File: src/hbp_pkg.sv
// Package for the processor-side host bus port of the USB slave controller.
// Assumes a single 250 MHz clock domain with every pin sampled synchronously.
package hbp_pkg;
	// Bus and memory geometry
	localparam int unsigned HBP_DATA_W   = 8;
	localparam int unsigned HBP_ADDR_W   = 8;
	localparam int unsigned HBP_MEM_DEPTH = 256;
	// Clock rates for the multiplier
	localparam int unsigned HBP_CLK_MHZ      = 250;
	localparam int unsigned HBP_REF_SLOW_MHZ = 12;
	localparam int unsigned HBP_REF_FAST_MHZ = 48;
	localparam int unsigned HBP_PLL_FACTOR   = 4;
	// Values after reset
	localparam logic [7:0]  HBP_PTR_RST      = 8'h00;
	localparam logic [7:0]  HBP_DATA_RST     = 8'h00;
	localparam logic [15:0] HBP_DMA_CNT_RST  = 16'h0000;
	// Pointer/data select levels
	localparam logic HBP_SEL_POINTER = 1'b0;
	localparam logic HBP_SEL_DATA    = 1'b1;

	// Host-side pins sampled each cycle
	typedef struct packed {
		logic                  pointer_or_data_select;
		logic                  write_strobe_n;
		logic                  read_strobe_n;
		logic                  chip_select_n;
		logic [HBP_DATA_W-1:0] data;
	} hbp_host_s;

	// DMA job as given by the core
	typedef struct packed {
		logic                  start;
		logic                  to_memory;
		logic [HBP_ADDR_W-1:0] base;
		logic [15:0]           count;
	} hbp_dma_job_s;

	typedef enum logic [1:0] {
		HBP_DMA_IDLE,
		HBP_DMA_REQ,
		HBP_DMA_XFER
	} hbp_dma_state_e;
endpackage

File: src/hbp_host_port.sv
// Host bus port: 8-bit multiplexed data/pointer bus, DMA handshake, interrupt
// and clock mode pins. Assumes all pins are synchronous to clk_i.
module hbp_host_port
	import hbp_pkg::*;
#(
	parameter int unsigned DEPTH = HBP_MEM_DEPTH
) (
	// Clock and reset
	input  wire logic                  clk_i,
	input  wire logic                  rst_b_i,
	// Host bus pins
	input  wire hbp_host_s             host_i,
	output logic [HBP_DATA_W-1:0]      data_o,
	output logic                       data_oe_n_o,
	// DMA pins
	output logic                       dma_request_n_o,
	input  wire logic                  dma_grant_n_i,
	// Interrupt and clock mode pins
	output logic                       irq_out_o,
	input  wire logic                  clock_multiplier_select_i,
	// Core side
	input  wire logic                  irq_pending_i,
	input  wire hbp_dma_job_s          dma_job_i,
	output logic                       dma_done_o,
	output logic                       pll_enable_o,
	input  wire logic [HBP_ADDR_W-1:0] core_addr_i,
	output logic [HBP_DATA_W-1:0]      core_rdata_o,
	output logic [HBP_ADDR_W-1:0]      pointer_o
);
	// Core clock that the multiplier must yield
	localparam int unsigned PLL_OUT_MHZ = HBP_REF_SLOW_MHZ * HBP_PLL_FACTOR;

	logic [HBP_DATA_W-1:0] mem_r [DEPTH];
	logic [HBP_ADDR_W-1:0] ptr_r;
	logic                  wr_act_d_r;
	logic [HBP_ADDR_W-1:0] dma_ptr_r;
	logic [15:0]           dma_left_r;
	logic                  dma_dir_r;
	logic                  dma_act_d_r;
	hbp_dma_state_e        dma_st_r;
	logic                  pll_en_r;
	logic                  irq_r;
	logic                  dma_done_r;

	// Chip select qualifies both strobes
	logic host_wr_act;
	logic host_rd_act;
	logic host_wr_evt;
	logic dma_strobe;
	logic dma_evt;
	assign host_wr_act = !host_i.chip_select_n && !host_i.write_strobe_n;
	assign host_rd_act = !host_i.chip_select_n && !host_i.read_strobe_n;
	assign host_wr_evt = host_wr_act && !wr_act_d_r;
	// A DMA cycle is a strobe seen while the grant is low; no chip select needed
	assign dma_strobe  = (dma_st_r == HBP_DMA_XFER) && !dma_grant_n_i
		&& (dma_dir_r ? !host_i.write_strobe_n : !host_i.read_strobe_n);
	assign dma_evt     = dma_strobe && !dma_act_d_r;

	// Edge memory so a long strobe counts once
	always_ff @(posedge clk_i) begin
		if (!rst_b_i) begin
			wr_act_d_r  <= 1'b0;
			dma_act_d_r <= 1'b0;
		end else begin
			wr_act_d_r  <= host_wr_act;
			dma_act_d_r <= dma_strobe;
		end
	end

	// Pointer register, loaded from the shared data lines
	always_ff @(posedge clk_i) begin
		if (!rst_b_i) begin
			ptr_r <= HBP_PTR_RST;
		end else if (host_wr_evt && host_i.pointer_or_data_select == HBP_SEL_POINTER) begin
			ptr_r <= host_i.data[HBP_ADDR_W-1:0];
		end
	end

	// Buffer memory; host write wins over a DMA byte in the same cycle
	always_ff @(posedge clk_i) begin
		if (host_wr_evt && host_i.pointer_or_data_select == HBP_SEL_DATA) begin
			mem_r[ptr_r] <= host_i.data;
		end else if (dma_evt && dma_dir_r) begin
			mem_r[dma_ptr_r] <= host_i.data;
		end
	end

	// Read data; the pointer itself is never returned
	always_ff @(posedge clk_i) begin
		if (!rst_b_i) begin
			data_o       <= HBP_DATA_RST;
			core_rdata_o <= HBP_DATA_RST;
		end else begin
			// A DMA read byte is staged while the request is still pending, so the first
			// strobe already finds it; a host read in that window sees the DMA byte too
			data_o       <= (dma_st_r != HBP_DMA_IDLE && !dma_dir_r) ? mem_r[dma_ptr_r]
				: mem_r[ptr_r];
			core_rdata_o <= mem_r[core_addr_i];
		end
	end

	// Bus driven only during a qualified data read or a DMA read
	assign data_oe_n_o = !((host_rd_act && host_i.pointer_or_data_select == HBP_SEL_DATA)
		|| (dma_strobe && !dma_dir_r));

	// DMA handshake: request held low until the byte count runs out
	always_ff @(posedge clk_i) begin
		if (!rst_b_i) begin
			dma_st_r   <= HBP_DMA_IDLE;
			dma_ptr_r  <= HBP_PTR_RST;
			dma_left_r <= HBP_DMA_CNT_RST;
			dma_dir_r  <= 1'b0;
			dma_done_r <= 1'b0;
		end else begin
			dma_done_r <= 1'b0;
			unique case (dma_st_r)
				HBP_DMA_IDLE: begin
					if (dma_job_i.start && dma_job_i.count != HBP_DMA_CNT_RST) begin
						dma_ptr_r  <= dma_job_i.base;
						dma_left_r <= dma_job_i.count;
						dma_dir_r  <= dma_job_i.to_memory;
						dma_st_r   <= HBP_DMA_REQ;
					end
				end
				HBP_DMA_REQ: begin
					if (!dma_grant_n_i) begin
						dma_st_r <= HBP_DMA_XFER;
					end
				end
				HBP_DMA_XFER: begin
					if (dma_evt) begin
						dma_ptr_r  <= dma_ptr_r + 8'h01;
						dma_left_r <= dma_left_r - 16'h0001;
						if (dma_left_r == 16'h0001) begin
							dma_st_r   <= HBP_DMA_IDLE;
							dma_done_r <= 1'b1;
						end
					end else if (dma_grant_n_i && !dma_act_d_r) begin
						dma_st_r <= HBP_DMA_REQ;
					end
				end
			endcase
		end
	end
	assign dma_request_n_o = !(dma_st_r != HBP_DMA_IDLE);
	assign dma_done_o      = dma_done_r;

	// Clock mode and interrupt pins registered so they settle glitch free
	always_ff @(posedge clk_i) begin
		if (!rst_b_i) begin
			pll_en_r <= 1'b0;
			irq_r    <= 1'b0;
		end else begin
			pll_en_r <= clock_multiplier_select_i;
			irq_r    <= irq_pending_i;
		end
	end
	assign pll_enable_o = pll_en_r;
	assign irq_out_o    = irq_r;
	assign pointer_o    = ptr_r;

	// Checks
	initial begin
		a_pll_ratio: assert (PLL_OUT_MHZ == HBP_REF_FAST_MHZ)
			else $error("multiplier does not reach the fast reference");
	end
	a_ptr_load: assert property (@(posedge clk_i) disable iff (!rst_b_i)
		host_wr_evt && !host_i.pointer_or_data_select |=> ptr_r == $past(host_i.data))
		else $error("pointer not loaded from bus");
	a_ptr_unread: assert property (@(posedge clk_i) disable iff (!rst_b_i)
		host_rd_act && !host_i.pointer_or_data_select && dma_st_r != HBP_DMA_XFER
		|-> data_oe_n_o) else $error("pointer read drove the bus");
	a_data_read: assert property (@(posedge clk_i) disable iff (!rst_b_i)
		host_rd_act && host_i.pointer_or_data_select |-> !data_oe_n_o)
		else $error("data read did not drive bus");
	a_cs_gate: assert property (@(posedge clk_i) disable iff (!rst_b_i)
		host_i.chip_select_n && !dma_strobe |-> data_oe_n_o)
		else $error("bus driven without chip select");
	a_ptr_hold: assert property (@(posedge clk_i) disable iff (!rst_b_i)
		!host_wr_act |=> $stable(ptr_r)) else $error("pointer changed without write");
	a_wr_readback: assert property (@(posedge clk_i) disable iff (!rst_b_i)
		host_wr_evt && host_i.pointer_or_data_select ##1 !host_wr_act [*2]
		|-> data_o == $past(host_i.data, 2)) else $error("written byte not read back");
	a_irq_follow: assert property (@(posedge clk_i) disable iff (!rst_b_i)
		rst_b_i |=> irq_out_o == $past(irq_pending_i)) else $error("interrupt not followed");
	a_pll_follow: assert property (@(posedge clk_i) disable iff (!rst_b_i)
		rst_b_i |=> pll_enable_o == $past(clock_multiplier_select_i))
		else $error("clock mode not followed");
	a_grant_gate: assert property (@(posedge clk_i) disable iff (!rst_b_i)
		dma_st_r == HBP_DMA_REQ && dma_grant_n_i |=> dma_st_r == HBP_DMA_REQ)
		else $error("transfer began without grant");
	a_dma_rd_data: assert property (@(posedge clk_i) disable iff (!rst_b_i)
		dma_strobe && !dma_dir_r |-> !data_oe_n_o && data_o == mem_r[dma_ptr_r])
		else $error("DMA read byte not on the bus");
	a_dma_req: assert property (@(posedge clk_i) disable iff (!rst_b_i)
		dma_job_i.start && dma_st_r == HBP_DMA_IDLE && dma_job_i.count != 16'h0000
		|=> !dma_request_n_o) else $error("DMA request not raised");
	a_dma_pace: assert property (@(posedge clk_i) disable iff (!rst_b_i)
		dma_evt && dma_left_r == 16'h0001 |=> dma_request_n_o && dma_done_o)
		else $error("DMA did not end on last byte");
	// Covers for the main scenarios
	c_ptr_write:  cover property (@(posedge clk_i) host_wr_evt && !host_i.pointer_or_data_select);
	c_dma_read:   cover property (@(posedge clk_i) dma_strobe && !dma_dir_r);
	c_data_read:  cover property (@(posedge clk_i) host_rd_act && host_i.pointer_or_data_select);
	c_dma_finish: cover property (@(posedge clk_i) dma_done_o);
endmodule

File: config.mk
export PLATFORM = sky130hd
export DESIGN_NAME = hbp_host_port
export DESIGN_NICKNAME = d
export VERILOG_FILES = /design/src/hbp_pkg.sv /design/src/hbp_host_port.sv
export SDC_FILE = /design/constraint.sdc
export NUM_CORES = 2
export LEC_CHECK = 0
export BUFFER_PORTS_ARGS = -buffer_cell sky130_fd_sc_hd__buf_2
export CAP_MARGIN = 20
export CORE_UTILIZATION = 40
export CTS_CLUSTER_SIZE = 28
export DETAILED_ROUTE_END_ITERATION = 10
export PLACE_DENSITY_LB_ADDON = 0.12
export SLEW_MARGIN = 40
export SYNTH_ARGS = -nofsm -noshare
export SYNTH_HDL_FRONTEND = slang
export SYNTH_SLANG_ARGS = --single-unit
File: constraint.sdc
create_clock -name clk_i -period 3.9 [get_ports clk_i]
set_input_delay 0.585 -clock clk_i [delete_from_list [all_inputs] [get_ports clk_i]]
set_output_delay 0.585 -clock clk_i [all_outputs]
set_load 0.005 [all_outputs]
==> summary.md <==
| Metric | Value |
|---|---|
| Worst path required time | 4.77 ns |
| Crit Path Class | reg2reg |
| Top area cells in the synthesized netlist | edfxtp_1 53%, mux4_2 30%, mux2i_1 3.8%, o221ai_1 1.3%, dfxtp_1 1.2% |
| Die ar. | 291000 µm² |
| Vias in the first global route | 74300 |
| Inst Count DP | 10500 |
| Ys async rst share | 0% |
| Predominant post-synthesis flop cell | edfxtp_1 |
| Rel. slew slack | 31.1% |
| Cts repair resizes | 0 |
| Gpl congestion | ~1.0 |
| Synth cell count leaders | 2048 x edfxtp_1, 1541 x mux4_2, 443 x mux2i_1 |
| Area leader, netlist | edfxtp_1 |
| Final min period | 3.84 ns |
| Via count | 76500 |
| DR vias/cell | 6.97 |
| Max rail drop VDD | 0.452 mV |
| Area Overhead vs Synth | 16.0% |
| Power per cell area | 419 nW/µm² |
| Worst Path Max Fanout | 13 |
| H-tree levels | 4 |
| Sink Count | approximately 2100 |
| Arr. time, crit path | 4.72 ns |
| First-pass GRT wire length | 649000 µm |
| Initial core utilization | about 40% |
| Synth cell types | ~80 |
| Leakage | 41.0 nW |
| Crit share post-route | 98.5% |
| Worst-Skew Late Latency | 0.97 ns |
| GR Overflow Total | 0 |
| Row count | approximately 200 |
| Final core utilization | between 40% and 50% |
| Nets | around 7000 |
| Final Setup Violations | 0 |
| Core area | 288000 µm² |
| Final WL | around 480000 µm |
| Die W | 540 µm |
| Largest net degree at the start of global routing | 119 |
| Non-filler cells, final | 11000 |
| Slew Viols, Final | 0 |
| Postcts setup bufs | 0 |
| Min-delay worst type | in2reg |
| Count leader, synth | edfxtp_1 |
| EDFF count, synth | roughly 2000 |
| Yosys warnings | 0 |
| Max-Cap Viols | 0 |
| Syn_nets | roughly 6500 |
| Root Driver | clkbuf_16 |
| # fillers | 24300 |
| Maximum buffer depth of the clock tree | 4 |
| Initial antenna violation count | 40 |
| Synthesized flop and latch total | 2120 |
| CP endpoint kind | flip-flop |
| Status | complete, no violations |
| DR WL/cell | roughly 44 µm |
| Drt pass-1 iters | 8 |
| Final ANT Viol Nets | 0 |
| Top-area cell type share of the netlist area | 53.2% |
| CTS clk-pin slew, worst paths | 0.06 ns |
| Total track usage | 32.6% |
| Remaining DRCs | 0 |
| Setup Skew | 0.0852 ns |
| TritonCTS clock tree | yes |
| PortBufs | 79 |
| Worst Max-Slew Pin Slew | 1.03 ns |
| Startpoint Class | flip-flop |
| RSZ-0062 raised after global routing | no |
| Final Hold Fails | 0 |
| Setup tns final | 0 ns |
| Share of cells above drive strength 1 | 41.1% |
| HPWL Detailed | between 300000 and 400000 µm |
| # IOs | 80 |
| CTS buffer count | between 200 and 250 |
| Maximum clock rate | 0.260 GHz |
| Sequential element share of the synthesized area | between 50% and 60% |
| Die Span Y | 540 µm |
| Syn Area/Cell | 18.1 µm² |
| Synthesized cell area | about 120000 µm² |
| Syn Inst Count | 6396 |
| Initial DRC count | 11100 |
## registers in the layout, summed over array words and instances (netlist names), named ones only
| name | flops |
|---|---|
| core_rdata_o | 8 |
| data_o | 8 |
| dma_act_d_r | 1 |
| dma_dir_r | 1 |
| dma_done_o | 1 |
| dma_left_r | 16 |
| dma_ptr_r | 8 |
| dma_st_r | 2 |
| irq_out_o | 1 |
| mem_r | 2048 |
| pll_enable_o | 1 |
| pointer_o | 8 |
| wr_act_d_r | 1 |
## through the flow
stage                     setup WS, ns  total power, mW  hold slack (ns)  cell area, µm²
final                           0.0571             56.2           0.0485          134000
after global routing           0.00508             57.3           0.0781          134000
after CTS                        0.150             56.3          0.00194          134000
after detailed placement       -0.0716             32.9            0.473          126000
after global placement          -0.259             32.9            0.470          126000
after floorplan                  0.864             29.4            0.449          116000
## power breakdown
group / total [mW] / switching [mW] / internal, mW
clock: 23.6 / 9.94 / 13.7
combinational: 7.35 / 4.44 / 2.91
sequential: 25.2 / 0.208 / 25.0
## critical path: stages, from the launching register on
cell	delay (ns)
dfxtp_4	0.70
buf_12	0.23
buf_12	0.18
buf_4	0.26
buf_4	0.20
mux2i_1	0.08
o221ai_1	0.35
o22ai_1	0.15
o21ai_0	0.59
nand4_1	0.52
o22ai_1	0.35
a31o_1	0.13
## layout by cell type (no fill, tap or decap), types with 16 or more instances in the layout
cell / synthesis / layout
o22ai_1: 115 / 115
o21ai_0: 112 / 108
clkbuf_16: 0 / 249
a221oi_1: 28 / 28
clkinvlp_4: 0 / 20
a211oi_1: 29 / 29
mux2_2: 68 / 68
o221ai_1: 171 / 171
o31ai_1: 18 / 16
clkinv_1: 0 / 34
nand2b_1: 22 / 20
nor2_1: 377 / 373
clkinv_2: 0 / 46
nor3_1: 28 / 26
nand3_1: 55 / 39
bufinv_16: 0 / 30
nand4_1: 21 / 21
nand2_1: 164 / 162
buf_4: 55 / 697
nor4_1: 25 / 24
buf_12: 4 / 128
dlygate4sd3_1: 0 / 20
mux4_2: 1541 / 1541
nand3b_1: 18 / 18
mux2i_1: 443 / 443
dfxtp_1: 72 / 62
a22oi_1: 103 / 103
edfxtp_1: 2048 / 2048
nand3_2: 0 / 16
buf_2: 140 / 66
a21oi_1: 144 / 144
nor2b_1: 21 / 16
clkbuf_1: 259 / 40
## what timing repair did
item | in CTS | in global routing
endpoints found under the hold margin | 39 | 1
endpoints found under the setup margin | 0 | 1
hold buffers | 19 | 1
## layer usage
layer	GRT usage, %	share of wire [%]	vias up
li1	-	-	29300
met1	44.3	38	41200
met2	48.7	45	5051
met3	8.21	11	876
met4	16.2	5.9	18
met5	0	0.027	-
## cells by family after synthesis
group | count (synthesis) | share of synthesized area (%)
AND/OR/NAND/NOR | 790 | 3.08
AO/OA/AOI/OAI | 832 | 5.02
flip-flops | 2120 | 54.4
adder cells (fa/ha/maj) | 3 | 0.0325
multiplexers | 2052 | 34.5
buffers and inverters | 599 | 2.95
## layout make-up
type	count	area, µm²	share of cell area (%)
Inverter	12	56.3	0.0420
Clock buffer	293	6420	4.79
Multi-Input combinational cell	3677	49500	36.9
Sequential cell	2120	63000	47.0
Antenna cell	15	37.5	0.0280
Clock inverter	150	1690	1.26
Tap cell	3781	4730	3.53
Timing Repair Buffer	930	8700	6.49
## path summary, 6_finish.rpt
check / startpoint / endpoint / slack [ns] / depth (start not counted)
worst min-delay path: host_i[9] / dma_act_d_r$_SDFF_PN0_ / 0.05 / 4
worst max-delay path: flip-flop / data_o[0]$_SDFF_PN0_ / 0.06 / 11
worst min register to register: dma_left_r[11]$_SDFFE_PN0P_ / dma_left_r[11]$_SDFFE_PN0P_ / 0.48 / 2
worst max register to register: flip-flop / data_o[0]$_SDFF_PN0_ / 0.06 / 11
(Power assumes the default switching activity.)
